## src/core/framer_params.svh

```systemverilog
// Constants of the serial slave framer: offsets, fields, resets, timing
`ifndef FRAMER_PARAMS_SVH
`define FRAMER_PARAMS_SVH
`define REG_CTRL        8'h00
`define REG_NODE        8'h04
`define REG_BAUD_DIV    8'h08
`define REG_WIN_BASE    8'h0c
`define REG_WIN_COUNT   8'h10
`define REG_STATUS      8'h14
`define CTRL_MODE_LO    0
`define CTRL_MODE_HI    1
`define CTRL_MSW_FIRST  2
`define CTRL_PAR_LO     3
`define CTRL_PAR_HI     4
`define CTRL_ENABLE     5
`define CTRL_RESET      6'h00
`define NODE_RESET      8'h01
`define BAUD_DIV_RESET  16'h196e
`define WIN_BASE_RESET  16'h0000
`define WIN_COUNT_RESET 17'h00000
`define NODE_MIN        8'h01
`define NODE_MAX        8'hf7
`define FN_READ_HOLD    8'h03
`define FN_READ_INPUT   8'h04
`define FN_WRITE_ONE    8'h06
`define FN_WRITE_MANY   8'h10
`define EXC_FLAG        8'h80
`define EXC_BAD_FUNC    8'h01
`define EXC_BAD_ADDR    8'h02
`define CHAR_COLON      8'h3a
`define CHAR_CR         8'h0d
`define CHAR_LF         8'h0a
`define DATA_BITS       8
`define RTU_GAP_TENTHS  35
`define ASCII_GAP_MS    1000
`define CLK_HZ          125000000
`define MIN_LEN_RTU     8'h08
`define MIN_LEN_ASCII   8'h07
`define MIN_LEN_TCP     8'h06
`endif

```

## src/core/framer_pkg.sv

```systemverilog
// Types shared by the serial slave framer
package framer_pkg;
  typedef enum logic [1:0] {MODE_ASCII, MODE_RTU, MODE_TCP} mode_type;
  typedef enum logic [1:0] {PAR_NONE, PAR_ODD, PAR_EVEN} parity_type;
  typedef enum logic [1:0] {ASC_HUNT, ASC_BODY, ASC_LF} asc_state_type;
  typedef enum logic [1:0] {TX_IDLE, TX_PREP, TX_SEND} tx_state_type;
endpackage

```

## src/core/half_bit_tick.sv

```systemverilog
// Divider giving a one-cycle pulse every half bit period
`timescale 1ns/1ps
`default_nettype none
module half_bit_tick (
  input  wire logic        ref_clk,
  input  wire logic        sys_rst,
  input  wire logic [15:0] div,
  output logic             tick
);
  logic [15:0] count_reg;

  // Divisor of zero behaves as one so the tick never stalls
  always_ff @(posedge ref_clk or posedge sys_rst) begin
    if (sys_rst) begin
      count_reg <= 16'h0000;
    end else if (count_reg + 16'h0001 >= div) begin
      count_reg <= 16'h0000;
    end else begin
      count_reg <= count_reg + 16'h0001;
    end
  end

  assign tick = (count_reg + 16'h0001 >= div);
endmodule // half_bit_tick
`default_nettype wire

```

## src/core/crc16_unit.sv

```systemverilog
// Byte-wise CRC-16 with reflected polynomial, preset to all ones
`timescale 1ns/1ps
`default_nettype none
module crc16_unit (
  input  wire logic        ref_clk,
  input  wire logic        sys_rst,
  input  wire logic        init,
  input  wire logic        en,
  input  wire logic [7:0]  data,
  output logic      [15:0] crc
);
  logic [15:0] crc_reg;
  logic [15:0] crc_next;

  // Eight shift steps per byte, least significant bit first
  always_comb begin
    crc_next = crc_reg ^ {8'h00, data};
    for (int i = 0; i < 8; i++) begin
      crc_next = crc_next[0] ? ((crc_next >> 1) ^ 16'ha001)
                             : (crc_next >> 1);
    end
  end

  always_ff @(posedge ref_clk or posedge sys_rst) begin
    if (sys_rst) begin
      crc_reg <= 16'hffff;
    end else if (init) begin
      crc_reg <= 16'hffff;
    end else if (en) begin
      crc_reg <= crc_next;
    end
  end

  assign crc = crc_reg;
endmodule // crc16_unit
`default_nettype wire

```

## src/core/serial_slave_framer.sv

```systemverilog
// Slave-node framer: checks queries, answers address faults itself
//
// Notes on behaviour
// - Invalid address gets error response, no data
// - One bad address in span fails all
// - Two stop bits without parity, else one
// - Master and slave share identical link settings
// - Answer only own node, drop others silently
// - Node zero is no broadcast; dropped
// - TCP-carried requests ignore the node field
// - ASCII body only digits and A-F
// - ASCII opens colon, closes CR LF
// - ASCII gap over one second discards frame
// - RTU packs two nibbles per binary byte
// - RTU silence of 3.5 characters ends frame
// - RTU: node, function, data, 16-bit CRC
// - TCP message: node, function, data, no CRC
// - 32-bit values span two registers
// - Slave never speaks unless queried
// - Drive shared line only while replying
// - Accept functions 03, 04, 06, 10 only
// - Word order picks which half goes first
// - Own node number must be 1 to 247
//
// The APB register port and the register addresses were chosen for this implementation.
`include "framer_params.svh"
`timescale 1ns/1ps
`default_nettype none
module serial_slave_framer #(
  parameter int ASCII_GAP_CYCLES = `ASCII_GAP_MS * (`CLK_HZ / 1000),
  parameter int HDR_BYTES        = 11
) (
  input  wire logic        ref_clk,
  input  wire logic        sys_rst,
  input  wire logic [7:0]  paddr,
  input  wire logic        psel,
  input  wire logic        penable,
  input  wire logic        pwrite,
  input  wire logic [31:0] pwdata,
  output logic      [31:0] prdata,
  output logic             pready,
  output logic             pslverr,
  input  wire logic        rx_valid,
  input  wire logic [7:0]  rx_data,
  input  wire logic        rx_last,
  output logic      [7:0]  tx_data,
  output logic             tx_valid,
  input  wire logic        tx_ready,
  output logic             tx_drive,
  output logic      [1:0]  line_parity,
  output logic             stop_two,
  output logic             req_valid,
  output logic      [7:0]  req_func,
  output logic      [15:0] req_addr,
  output logic      [15:0] req_qty,
  output logic      [31:0] req_wdata32
);
  logic [5:0]  ctrl_reg;
  logic [7:0]  node_reg;
  logic [15:0] baud_div_reg;
  logic [15:0] win_base_reg;
  logic [16:0] win_count_reg;
  logic [7:0]  ok_cnt_reg;
  logic [7:0]  drop_cnt_reg;
  logic [7:0]  exc_cnt_reg;
  logic [31:0] prdata_reg;
  framer_pkg::mode_type      mode;
  framer_pkg::asc_state_type asc_reg;
  framer_pkg::tx_state_type  tx_reg;
  logic [7:0]  hdr_reg [HDR_BYTES];
  logic [7:0]  cnt_reg;
  logic [7:0]  lrc_reg;
  logic        bad_char_reg;
  logic        active_reg;
  logic [3:0]  nib_reg;
  logic        nib_hi_reg;
  logic        eval_pend_reg;
  logic [7:0]  gap_reg;
  logic [31:0] asc_gap_reg;
  logic        push_en;
  logic [7:0]  push_byte;
  logic        frame_end;
  logic        frame_drop;
  logic        hex_ok;
  logic [3:0]  hex_val;
  logic        tick;
  logic [15:0] rx_crc;
  logic [15:0] tx_crc;
  logic [7:0]  ex_node_reg;
  logic [7:0]  ex_func_reg;
  logic [7:0]  ex_code_reg;
  logic [3:0]  idx_reg;
  logic [3:0]  tx_len;
  logic [7:0]  tx_data_reg;
  logic        wr_access;
  logic        mapped;
  logic [15:0] hdr_addr;
  logic [15:0] hdr_qty;
  logic [15:0] span_qty;
  logic [16:0] span_last;
  logic        node_ok;
  logic        func_ok;
  logic        addr_ok;
  logic        check_ok;
  logic [4:0]  half_bits;
  logic [7:0]  rtu_gap_lim;

  assign mode = framer_pkg::mode_type'(ctrl_reg[`CTRL_MODE_HI:`CTRL_MODE_LO]);

  // Character framing shared with the line transceiver
  assign line_parity = ctrl_reg[`CTRL_PAR_HI:`CTRL_PAR_LO];
  assign stop_two    = (line_parity == 2'(framer_pkg::PAR_NONE));
  // Start, data, parity and stop bits; eleven either way, in half bits
  assign half_bits   = 5'(2 * (1 + `DATA_BITS + (stop_two ? 2 : 2)));
  assign rtu_gap_lim = 8'((`RTU_GAP_TENTHS * half_bits) / 10);

  // APB decode; zero wait states, so pready is tied high
  assign pready    = 1'b1;
  assign wr_access = psel && penable && pwrite;
  assign mapped    = (paddr == `REG_CTRL) || (paddr == `REG_NODE) ||
                     (paddr == `REG_BAUD_DIV) || (paddr == `REG_WIN_BASE) ||
                     (paddr == `REG_WIN_COUNT) || (paddr == `REG_STATUS);
  assign pslverr   = psel && penable && !mapped;
  assign prdata    = prdata_reg;

  // Configuration registers
  always_ff @(posedge ref_clk or posedge sys_rst) begin
    if (sys_rst) begin
      ctrl_reg      <= `CTRL_RESET;
      node_reg      <= `NODE_RESET;
      baud_div_reg  <= `BAUD_DIV_RESET;
      win_base_reg  <= `WIN_BASE_RESET;
      win_count_reg <= `WIN_COUNT_RESET;
    end else if (wr_access) begin
      case (paddr)
        `REG_CTRL:      ctrl_reg      <= pwdata[5:0];
        `REG_NODE:      node_reg      <= pwdata[7:0];
        `REG_BAUD_DIV:  baud_div_reg  <= pwdata[15:0];
        `REG_WIN_BASE:  win_base_reg  <= pwdata[15:0];
        `REG_WIN_COUNT: win_count_reg <= pwdata[16:0];
        default:        ;
      endcase
    end
  end

  // Read data captured in setup so it stands through the access phase
  always_ff @(posedge ref_clk or posedge sys_rst) begin
    if (sys_rst) begin
      prdata_reg <= 32'h0000_0000;
    end else if (psel && !penable) begin
      case (paddr)
        `REG_CTRL:      prdata_reg <= {26'h0, ctrl_reg};
        `REG_NODE:      prdata_reg <= {24'h0, node_reg};
        `REG_BAUD_DIV:  prdata_reg <= {16'h0, baud_div_reg};
        `REG_WIN_BASE:  prdata_reg <= {16'h0, win_base_reg};
        `REG_WIN_COUNT: prdata_reg <= {15'h0, win_count_reg};
        `REG_STATUS:    prdata_reg <= {7'h0, tx_reg != framer_pkg::TX_IDLE,
                                       exc_cnt_reg, drop_cnt_reg, ok_cnt_reg};
        default:        prdata_reg <= 32'h0000_0000;
      endcase
    end
  end

  half_bit_tick u_tick (
    .ref_clk (ref_clk),
    .sys_rst (sys_rst),
    .div     (baud_div_reg),
    .tick    (tick)
  );

  // ASCII character classes: only 0-9 and upper-case A-F carry data
  always_comb begin
    hex_ok  = 1'b1;
    hex_val = 4'h0;
    if (rx_data >= 8'h30 && rx_data <= 8'h39) begin
      hex_val = 4'(rx_data - 8'h30);
    end else if (rx_data >= 8'h41 && rx_data <= 8'h46) begin
      hex_val = 4'(rx_data - 8'h37);
    end else begin
      hex_ok = 1'b0;
    end
  end

  // Byte path: binary modes take bytes as they come, ASCII pairs nibbles
  always_comb begin
    push_en   = 1'b0;
    push_byte = rx_data;
    if (ctrl_reg[`CTRL_ENABLE] && rx_valid) begin
      if (mode == framer_pkg::MODE_ASCII) begin
        push_en   = (asc_reg == framer_pkg::ASC_BODY) && hex_ok && nib_hi_reg;
        push_byte = {nib_reg, hex_val};
      end else begin
        push_en = (mode == framer_pkg::MODE_RTU) ||
                  (mode == framer_pkg::MODE_TCP);
      end
    end
  end

  // ASCII framer; a new colon restarts, even mid frame, unless a frame end or drop falls in the same cycle
  always_ff @(posedge ref_clk or posedge sys_rst) begin
    if (sys_rst) begin
      asc_reg      <= framer_pkg::ASC_HUNT;
      nib_reg      <= 4'h0;
      nib_hi_reg   <= 1'b0;
      bad_char_reg <= 1'b0;
    end else if (frame_drop || frame_end) begin
      asc_reg <= framer_pkg::ASC_HUNT;
    end else if (rx_valid && mode == framer_pkg::MODE_ASCII) begin
      if (rx_data == `CHAR_COLON) begin
        asc_reg      <= framer_pkg::ASC_BODY;
        nib_hi_reg   <= 1'b0;
        bad_char_reg <= 1'b0;
      end else if (asc_reg == framer_pkg::ASC_BODY) begin
        if (rx_data == `CHAR_CR) begin
          asc_reg <= framer_pkg::ASC_LF;
        end else if (hex_ok) begin
          nib_reg    <= hex_val;
          nib_hi_reg <= !nib_hi_reg;
        end else begin
          bad_char_reg <= 1'b1;
        end
      end else if (asc_reg == framer_pkg::ASC_LF) begin
        bad_char_reg <= bad_char_reg || (rx_data != `CHAR_LF);
      end
    end
  end

  // End of frame per framing mode; evaluated one cycle after the cause
  assign frame_end = eval_pend_reg;

  // Silence timers restart on every received character
  always_ff @(posedge ref_clk or posedge sys_rst) begin
    if (sys_rst) begin
      gap_reg     <= 8'h00;
      asc_gap_reg <= 32'h0000_0000;
    end else if (rx_valid) begin
      gap_reg     <= 8'h00;
      asc_gap_reg <= 32'h0000_0000;
    end else begin
      if (tick && gap_reg != 8'hff) begin
        gap_reg <= gap_reg + 8'h01;
      end
      if (asc_reg != framer_pkg::ASC_HUNT) begin
        asc_gap_reg <= asc_gap_reg + 32'h0000_0001;
      end
    end
  end

  // Over one second of ASCII silence discards the frame in progress
  assign frame_drop = (asc_reg != framer_pkg::ASC_HUNT) &&
                      (asc_gap_reg >= 32'(ASCII_GAP_CYCLES));

  always_ff @(posedge ref_clk or posedge sys_rst) begin
    if (sys_rst) begin
      eval_pend_reg <= 1'b0;
    end else begin
      case (mode)
        framer_pkg::MODE_RTU:
          eval_pend_reg <= active_reg && !rx_valid && !eval_pend_reg &&
                           tick && (gap_reg + 8'h01 == rtu_gap_lim);
        framer_pkg::MODE_TCP:
          eval_pend_reg <= push_en && rx_last;
        framer_pkg::MODE_ASCII:
          eval_pend_reg <= rx_valid && asc_reg == framer_pkg::ASC_LF;
        default:
          eval_pend_reg <= 1'b0;
      endcase
    end
  end

  crc16_unit u_rx_crc (
    .ref_clk (ref_clk),
    .sys_rst (sys_rst),
    .init    (frame_end || !active_reg && !push_en),
    .en      (push_en),
    .data    (push_byte),
    .crc     (rx_crc)
  );

  // Frame capture: header bytes kept, all bytes counted and summed
  always_ff @(posedge ref_clk or posedge sys_rst) begin
    if (sys_rst) begin
      cnt_reg    <= 8'h00;
      lrc_reg    <= 8'h00;
      active_reg <= 1'b0;
    end else if (frame_end || frame_drop ||
                 (rx_valid && rx_data == `CHAR_COLON &&
                  mode == framer_pkg::MODE_ASCII)) begin
      cnt_reg    <= 8'h00;
      lrc_reg    <= 8'h00;
      active_reg <= 1'b0;
    end else if (push_en) begin
      if (cnt_reg != 8'hff) begin
        cnt_reg <= cnt_reg + 8'h01;
      end
      lrc_reg    <= lrc_reg + push_byte;
      active_reg <= 1'b1;
    end
  end

  for (genvar g = 0; g < HDR_BYTES; g++) begin : g_hdr
    always_ff @(posedge ref_clk or posedge sys_rst) begin
      if (sys_rst) begin
        hdr_reg[g] <= 8'h00;
      end else if (push_en && cnt_reg == 8'(g)) begin
        hdr_reg[g] <= push_byte;
      end
    end
  end

  // Query checks; outside TCP, node 0 and foreign nodes fall out by the compare
  assign hdr_addr  = {hdr_reg[2], hdr_reg[3]};
  assign hdr_qty   = {hdr_reg[4], hdr_reg[5]};
  assign node_ok   = (mode == framer_pkg::MODE_TCP) ||
                     (node_reg >= `NODE_MIN && node_reg <= `NODE_MAX &&
                      hdr_reg[0] == node_reg);
  assign func_ok   = (hdr_reg[1] == `FN_READ_HOLD) ||
                     (hdr_reg[1] == `FN_READ_INPUT) ||
                     (hdr_reg[1] == `FN_WRITE_ONE) ||
                     (hdr_reg[1] == `FN_WRITE_MANY);
  assign span_qty  = (hdr_reg[1] == `FN_WRITE_ONE) ? 16'h0001 : hdr_qty;
  assign span_last = {1'b0, hdr_addr} + {1'b0, span_qty} - 17'h00001;
  // Whole span must sit in the window, else the query fails entirely
  assign addr_ok   = (span_qty != 16'h0000) && (hdr_addr >= win_base_reg) &&
                     (span_last < {1'b0, win_base_reg} + win_count_reg);
  always_comb begin
    case (mode)
      framer_pkg::MODE_RTU:
        check_ok = (cnt_reg >= `MIN_LEN_RTU) && (rx_crc == 16'h0000);
      framer_pkg::MODE_ASCII:
        check_ok = (cnt_reg >= `MIN_LEN_ASCII) && (lrc_reg == 8'h00) &&
                   !bad_char_reg && !nib_hi_reg;
      framer_pkg::MODE_TCP:
        check_ok = (cnt_reg >= `MIN_LEN_TCP);
      default:
        check_ok = 1'b0;
    endcase
  end

  // Accepted queries go to the register side; 32-bit value per word order
  always_ff @(posedge ref_clk or posedge sys_rst) begin
    if (sys_rst) begin
      req_valid   <= 1'b0;
      req_func    <= 8'h00;
      req_addr    <= 16'h0000;
      req_qty     <= 16'h0000;
      req_wdata32 <= 32'h0000_0000;
    end else begin
      req_valid <= frame_end && check_ok && node_ok && func_ok && addr_ok;
      if (frame_end) begin
        req_func <= hdr_reg[1];
        req_addr <= hdr_addr;
        req_qty  <= span_qty;
        if (hdr_reg[1] == `FN_WRITE_ONE) begin
          req_wdata32 <= {16'h0000, hdr_qty};
        end else if (ctrl_reg[`CTRL_MSW_FIRST]) begin
          req_wdata32 <= {hdr_reg[7], hdr_reg[8], hdr_reg[9], hdr_reg[10]};
        end else begin
          req_wdata32 <= {hdr_reg[9], hdr_reg[10], hdr_reg[7], hdr_reg[8]};
        end
      end
    end
  end

  // Statistics; wrap silently, software reads differences
  always_ff @(posedge ref_clk or posedge sys_rst) begin
    if (sys_rst) begin
      ok_cnt_reg   <= 8'h00;
      drop_cnt_reg <= 8'h00;
      exc_cnt_reg  <= 8'h00;
    end else if (frame_end) begin
      if (!check_ok || !node_ok) begin
        drop_cnt_reg <= drop_cnt_reg + 8'h01;
      end else if (func_ok && addr_ok) begin
        ok_cnt_reg <= ok_cnt_reg + 8'h01;
      end else begin
        exc_cnt_reg <= exc_cnt_reg + 8'h01;
      end
    end else if (frame_drop) begin
      drop_cnt_reg <= drop_cnt_reg + 8'h01;
    end
  end

  function automatic logic [7:0] hex_char(input logic [3:0] v);
    hex_char = (v < 4'ha) ? 8'h30 + {4'h0, v} : 8'h37 + {4'h0, v};
  endfunction

  // Exception reply bytes by framing mode and position
  function automatic logic [7:0] tx_byte(input logic [3:0] i);
    logic [7:0] lrc;
    lrc = 8'h00 - (ex_node_reg + ex_func_reg + ex_code_reg);
    tx_byte = 8'h00;
    if (mode == framer_pkg::MODE_ASCII) begin
      case (i)
        4'h0:    tx_byte = `CHAR_COLON;
        4'h1:    tx_byte = hex_char(ex_node_reg[7:4]);
        4'h2:    tx_byte = hex_char(ex_node_reg[3:0]);
        4'h3:    tx_byte = hex_char(ex_func_reg[7:4]);
        4'h4:    tx_byte = hex_char(ex_func_reg[3:0]);
        4'h5:    tx_byte = hex_char(ex_code_reg[7:4]);
        4'h6:    tx_byte = hex_char(ex_code_reg[3:0]);
        4'h7:    tx_byte = hex_char(lrc[7:4]);
        4'h8:    tx_byte = hex_char(lrc[3:0]);
        4'h9:    tx_byte = `CHAR_CR;
        default: tx_byte = `CHAR_LF;
      endcase
    end else begin
      case (i)
        4'h0:    tx_byte = ex_node_reg;
        4'h1:    tx_byte = ex_func_reg;
        4'h2:    tx_byte = ex_code_reg;
        4'h3:    tx_byte = tx_crc[7:0];
        default: tx_byte = tx_crc[15:8];
      endcase
    end
  endfunction

  assign tx_len = (mode == framer_pkg::MODE_ASCII) ? 4'd11 :
                  (mode == framer_pkg::MODE_RTU)   ? 4'd5  : 4'd3;

  crc16_unit u_tx_crc (
    .ref_clk (ref_clk),
    .sys_rst (sys_rst),
    .init    (tx_reg == framer_pkg::TX_IDLE),
    .en      (tx_reg == framer_pkg::TX_PREP),
    .data    (tx_byte(idx_reg)),
    .crc     (tx_crc)
  );

  // Replies only follow a query that passes the node check (any node in TCP); busy drops the new one
  always_ff @(posedge ref_clk or posedge sys_rst) begin
    if (sys_rst) begin
      tx_reg      <= framer_pkg::TX_IDLE;
      idx_reg     <= 4'h0;
      tx_data_reg <= 8'h00;
      ex_node_reg <= 8'h00;
      ex_func_reg <= 8'h00;
      ex_code_reg <= 8'h00;
    end else begin
      case (tx_reg)
        framer_pkg::TX_IDLE: begin
          if (frame_end && check_ok && node_ok &&
              !(func_ok && addr_ok)) begin
            tx_reg      <= framer_pkg::TX_PREP;
            idx_reg     <= 4'h0;
            ex_node_reg <= hdr_reg[0];
            ex_func_reg <= hdr_reg[1] | `EXC_FLAG;
            ex_code_reg <= func_ok ? `EXC_BAD_ADDR : `EXC_BAD_FUNC;
          end
        end
        framer_pkg::TX_PREP: begin
          // Three cycles fold the reply head into the checksum
          if (idx_reg == 4'h2) begin
            tx_reg  <= framer_pkg::TX_SEND;
            idx_reg <= 4'h0;
          end else begin
            idx_reg <= idx_reg + 4'h1;
          end
        end
        framer_pkg::TX_SEND: begin
          if (tx_ready) begin
            if (idx_reg + 4'h1 == tx_len) begin
              tx_reg <= framer_pkg::TX_IDLE;
            end
            idx_reg <= idx_reg + 4'h1;
          end
        end
        default: tx_reg <= framer_pkg::TX_IDLE;
      endcase
      if (tx_reg == framer_pkg::TX_PREP && idx_reg == 4'h2) begin
        tx_data_reg <= tx_byte(4'h0);
      end else if (tx_reg == framer_pkg::TX_SEND && tx_ready) begin
        tx_data_reg <= tx_byte(idx_reg + 4'h1);
      end
    end
  end

  assign tx_valid = (tx_reg == framer_pkg::TX_SEND);
  assign tx_data  = tx_data_reg;
  // Line driver released as soon as the reply is handed over
  assign tx_drive = (tx_reg != framer_pkg::TX_IDLE);
endmodule // serial_slave_framer
`default_nettype wire

```

## config.mk

```make
export PLATFORM = sky130hd
export DESIGN_NAME = serial_slave_framer
export DESIGN_NICKNAME = d
export VERILOG_FILES = /design/src/core/framer_pkg.sv /design/src/core/half_bit_tick.sv /design/src/core/crc16_unit.sv /design/src/core/serial_slave_framer.sv
export VERILOG_INCLUDE_DIRS = /design/src /design/src/core
export SDC_FILE = /design/constraint.sdc
export NUM_CORES = 1
export LEC_CHECK = 0
export ABC_AREA = 1
export BUFFER_PORTS_ARGS = -buffer_cell sky130_fd_sc_hd__buf_2
export CAP_MARGIN = 40
export CORE_AREA = 4 4 243 198
export DETAILED_ROUTE_END_ITERATION = 10
export DIE_AREA = 0 0 247 202
export GPL_TIMING_DRIVEN = 1
export PLACE_DENSITY = 0.73
export SLEW_MARGIN = 0
export SYNTH_ARGS = -nofsm -noshare
export SYNTH_HDL_FRONTEND = slang
export SYNTH_SLANG_ARGS = --single-unit
export TNS_END_PERCENT = 5
```

## constraint.sdc

```tcl
create_clock -name ref_clk -period 28.3 [get_ports ref_clk]
set_input_delay 1.415 -clock ref_clk [delete_from_list [all_inputs] [get_ports ref_clk]]
set_output_delay 1.415 -clock ref_clk [all_outputs]
set_load 0.02 [all_outputs]
```

# Word level (Yosys, flattened, before mapping)
# Cells that the tools add are included.
[classes]
bitwise = 23
n_eq_ne = 58
order_cmp = 21
n_reduce_logical = 116
n_addsub = 33
mux = 92
[ops]
columns = ["operator", "n"]
rows = [
  ["16-bit two-way mux", 22],
  ["25-bit one-hot mux with 6 select lines", 1],
  ["7-bit one-hot mux with 10 select lines", 2],
  ["8-bit two-way mux", 17],
  ["32-bit two-way mux", 4],
  ["6-bit by 4-bit adder with 7-bit output, first input constant", 16],
  ["8-bit one-hot mux with 4 select lines", 2],
  ["7-bit two-way mux", 8],
  ["8-bit by 3-bit equality test with 1-bit output, second input constant", 6],
  ["8-bit by 4-bit equality test with 1-bit output, second input constant", 6],
  ["2-bit NOT with 3-bit output", 16],
  ["1-bit logical AND", 47],
  ["8-bit by 1-bit adder with 8-bit output, second input constant", 5],
  ["32-bit by 1-bit adder with 32-bit output, second input constant", 1],
  ["4-bit by 3-bit equality test with 1-bit output, second input constant", 8],
  ["16-bit greater-or-equal comparator", 2],
  ["32-bit by 27-bit greater-or-equal comparator with 1-bit output, second input constant", 1],
  ["4-bit < comparator, second input constant", 8],
  ["16-bit by 8-bit XOR with 16-bit output", 2],
  ["2-bit nonzero test", 13],
  ["8-bit adder", 3],
  ["8-bit by 2-bit equality test with 1-bit output, second input constant", 3],
  ["8-bit by 5-bit equality test with 1-bit output, second input constant", 3],
  ["8-bit zero test", 3],
  ["52 further kinds", 144],
]
[totals]
output_inout_bits = 120
ff_bits = 424
inputBits = 56

# Longest topological paths before layout
[logic_depth]
ltp_word = 26
ltp_mapped = 34

# Modules after synthesis
# A second synthesis with hierarchy kept.
[unflattened]
hier_cells = 3424
area_unflattened_um2 = 25722.2
[modules_own_cells]
columns = ["mod", "area_each_um2", "instances", "cells_per_inst", "seq_area_each_um2"]
rows = [
  ["serial_slave_framer", 22321.4, 1, 2925, 9095.0],
  ["half_bit_tick", 1331.3, 1, 198, 400.4],
  ["crc16_unit at u_tx_crc", 1043.5, 1, 152, 420.4],
  ["crc16_unit at u_rx_crc", 1026.0, 1, 149, 420.4],
]

# Worst setup path before layout
# No wires, ideal clock.
[synth_path]
path_type = "reg-to-reg"
from = "register hdr_reg[78] (netlist name)"
to = "register ok_cnt_reg[7]"
path_slack_ps = 23517
t_arrival_ps = 4660
path_stages_with_launch = 34
path_buffers = 2
setup_ps = 123
cell_sequence = "dfrtp_1 > nor2_1 > nand2_1 > nor2_2 > nand4_2 > buf_6 > nand2_1 > ha_1 > inv_1 > ha_1 > inv_1 > fa_1 > o21ai_0 > nand2_1 > nand2_1 > a21oi_1 > o21ai_0 > a21oi_1 > o21bai_1 > a21oi_1 > o21ai_0 > nand2_1 > nand2_1 > a21oi_1 > xnor2_1 > ha_1 > nand2_1 > o211ai_1 > a21oi_1 > nand3_2 > nor2_1 > buf_2 > nand3_1 > xor2_1"
[synth_via]
elab_chain_len = 8
word_cells_on_any_way = 16
cone_classes = "add/sub: 2; order compare: 1; eq/ne: 4; mux: 1; reduce/logical: 8"
[synth_rtl]
columns = ["element", "line_no", "rtl"]
rows = [
  ["start, declared", "serial_slave_framer.sv:70", "logic [7:0] hdr_reg [HDR_BYTES];"],
  ["start signal, assigned by index", "serial_slave_framer.sv:306", "hdr_reg[g] <= push_byte;"],
  ["8-bit by 3-bit equality test with 1-bit output (no source line)", "n/a", ""],
  ["16-bit two-way mux", "serial_slave_framer.sv:321", "assign span_qty = (hdr_reg[1] == `FN_WRITE_ONE) ? 16'h0001 : hdr_qty;"],
  ["16-bit by 16-bit adder with 17-bit output", "serial_slave_framer.sv:322", "assign span_last = {1'b0, hdr_addr} + {1'b0, span_qty} - 17'h00001;"],
  ["17-bit by 1-bit subtractor with 17-bit output", "serial_slave_framer.sv:322", ""],
  ["17-bit < comparator", "serial_slave_framer.sv:325", "(span_last < {1'b0, win_base_reg} + win_count_reg);"],
  ["1-bit logical AND", "serial_slave_framer.sv:324", "assign addr_ok = (span_qty != 16'h0000) && (hdr_addr >= win_base_reg) &&"],
  ["1-bit logical AND (*)", "serial_slave_framer.sv:374", "end else if (func_ok && addr_ok) begin"],
  ["3-bit AND reduction (no source line) (*)", "n/a", ""],
  ["end signal, assigned", "serial_slave_framer.sv:375", "ok_cnt_reg <= ok_cnt_reg + 8'h01;"],
  ["end, declared", "serial_slave_framer.sv:63", "logic [7:0] ok_cnt_reg;"],
]
# Mark *: on every way between the ends. The rest lies on a longest branch, timed or not.
# A chain may end at the register's enable or synchronous reset.

# Final worst setup path
[layout_path]
from = "register hdr_reg[78] (netlist name)"
to = "register ok_cnt_reg[4]"
# Same word-level chain as after synthesis.

==> run_results.csv <==
group,metric,value,unit
placement,numPortBuffers,152,
finish,nNetsFinal,3525,
clock_tree,cts_buffer_depth,3,
setup_path,worstSetupPathType,"reg2reg",
floorplanning,die-height,202,µm
finish,drive_gt1_share,10.6,%
floorplanning,die_w,247,µm
pwr,p_total,1.33,mW
setup_path,crit_fanout,49,
synthesis,synth_compound_area_share,15.4,%
flow_run,drv_cap,0,
clock_tree,clk_latency,590,ps
floorplanning,io_pins,176,
placement,dpl.hpwl,54100,µm
drt,drt_iter0_markers,2091,
status,status,"finished clean",
finish,layout_common_cells,"775 x nand2_1, 431 x inv_1, 370 x dfrtp_1",
setup_path,cp_common_cell,"nand2_1",
finish,finalInstanceArea,27600,µm²
pwr,comb_power_share,10.7,%
setup_path,crit_required,28810,ps
synthesis,synth_edf_count,0,
global_routing,antenna_found_initial,0,
finish,post-route-util,60.8,%
pwr,switching_share,27.0,%
placement,preCtsSetupSlack,21770,ps
global_routing,grt.overflow.total,0,
synthesis,synth_xor_area_share,3.38,%
setup_path,slowest_delay,660,ps
clock_tree,htreeDepth,2,
finish,syn2layout_area_growth,11.3,%
timing,period_needed,6670,ps
clock_tree,cts_resized,0,
synthesis,yosysSeqAreaShare,41.6,%
clock_tree,cts_buffers,44,
placement,dpl.cell_count,3869,
pwr,pwr-share-clk,43.3,%
finish,layout.cells.non_filler,3952,
timing,final_hold_viol_count,0,
drt,wire_per_inst,18.3,µm
synthesis,synthArstFlopShare,100,%
timing,finalClockSkew,30.3,ps
setup_path,cp.arrival,7180,ps
timing,rsz0062_at_grt,"no",
clock_tree,cts_root_buffer,"clkbuf_16",
finish,antenna_cells,0,
timing,tightest_slew,904,ps
synthesis,ys.warnings.count,0,
clock_tree,cts.sinks,411,
clock_tree,tritoncts,"done",
synthesis,synth_ff_type,"dfrtp_1",
timing,fmax,0.150,GHz
placement,placed_cell_area,26200,µm²
pwr,power.density,48.2,nW/µm²
drt,drt-pass1-iter-count,6,
drt,ant_nets,0,
pwr,leakage,13.7,nW
timing,period_share,23.6,%
synthesis,synth-simple-area-share,22.1,%
synthesis,syn_area_per_cell,7.82,µm²
pwr,switching_power,359,µW
setup_path,end_kind,"flip-flop",
clock_tree,post-cts-setup-buffer-count,0,
setup_path,crit_slowest_cell,"nor2_1",
global_routing,grt_pass1_vias,21800,
drt,via_count,22400,
synthesis,syn_area,24800,µm²
global_routing,grt_max_degree,147,
floorplanning,rows,70,
timing,tns,0,ps
clock_tree,cts.hold.buffers_added,0,
setup_path,critPathLaunchType,"flip-flop",
synthesis,synth_fa_ha_area_share,8.46,%
timing,whs,467,ps
pwr,max-vdd-ir-drop,0.0390,mV
pwr,seqPwrFrac,46.0,%
clock_tree,cts.clk_slew.worst_paths,60,ps
timing,fin_ws,21630,ps
synthesis,synth_top_family_by_area,"simple AND/OR/NAND/NOR gates",
pwr,cellInternalPower,974,µW
global_routing,gr-usage-all-layers,28.8,%
placement,gp_congestion,1.00,
synthesis,yosys_register_bits,411,
synthesis,synthDistinctLibCells,70,
timing,setup_viol,0,
min_path,hold_path.class,"reg2reg",
drt,drt-total-wl,72500,µm
drt,viasPerCell,5.68,
floorplanning,dieArea,49900,µm²
floorplanning,coreArea,45500,µm²
timing,relSlewSlack,39.6,%
synthesis,syn_inst,3176,
floorplanning,start_util,54.7,%
timing,slew_viol_final,0,
synthesis,synthMuxAreaShare,0.0906,%
global_routing,grt_pass1_wl,116000,µm
drt,route.detailed.drc,0,
finish,largest_reg_flops,48,
finish,layout_commonest_cell,"nand2_1",
cell families (layout without fill, tap and decap cells):
kind of cell	count (synthesis)	in the layout
AOI/OAI and AO/OA	681	681
xor gates and xnor gates	95	95
adders and majority gates	165	165
buffers and inverters	549	707
DFF	411	411
muxes	2	2
other	2	8
and+or+nand+nor	1271	1271
worst max-delay path, delay by kind of cell (launching register included):
family | cells | cell delay, ps
fa+ha+maj | 4 | 1070
buf+inv | 4 | 810
flops | 1 | 410
xor+xnor | 2 | 360
compound gates | 10 | 1680
simple gates | 14 | 2230
area by class of cell:
cell class / count / area (µm²)
multi-input combinational: 2222 / 12300
fill: 4019 / 17800
timing repair buffer: 175 / 1070
tap: 612 / 766
sequential: 411 / 10300
clock buffer: 74 / 1350
inverter: 450 / 1700
clock inverter: 8 / 103
Yosys cell counts, types with 35 or more instances:
library cell	instances	share of area, %
a21oi_1	126	2.5
clkbuf_1	60	0.91
dfrtp_1	370	37
dfstp_2	41	4.3
ha_1	160	8.1
inv_1	432	6.5
nand2_1	775	12
nand3_1	155	3.1
nand4_1	35	0.88
nor2_1	177	2.7
nor3_1	42	0.85
o21ai_0	358	7.2
o22ai_1	36	0.91
xor2_1	78	2.7
metal layers:
metal  track usage, %  vias to the layer above  wire [µm]
met5                0                        -          0
met4             8.91                        0       2110
met3             4.40                      146       4790
met2             46.9                      781      34100
met1             39.9                    10800      31400
li1                 -                    10700          -
path summary, 6_finish.rpt:
| check | startpoint | to | slack [ps] | cells past startpoint |
|---|---|---|---|---|
| hold reg to reg | nib_hi_reg | nib_hi_reg | 470 | 1 |
| max in group asynchronous | sys_rst | ex_node_reg[6] | 25280 | 5 |
| setup / recovery | hdr_reg[78] | ok_cnt_reg[4] | 21630 | 34 |
| min in group asynchronous | sys_rst | prdata[19] | 920 | 2 |
| setup reg to reg | hdr_reg[78] | ok_cnt_reg[4] | 21630 | 34 |
| hold / removal | nib_hi_reg | nib_hi_reg | 470 | 1 |
power by group through the flow:
stage | registers (mW) | clock network (mW) | logic (mW)
floorplan | 0.624 | 0 | 0.0951
CTS | 0.613 | 0.587 | 0.142
detailed placement | 0.623 | 0 | 0.141
global placement | 0.622 | 0 | 0.133
global route | 0.614 | 0.614 | 0.159
finish | 0.613 | 0.577 | 0.143
(Power assumes the default switching activity.)
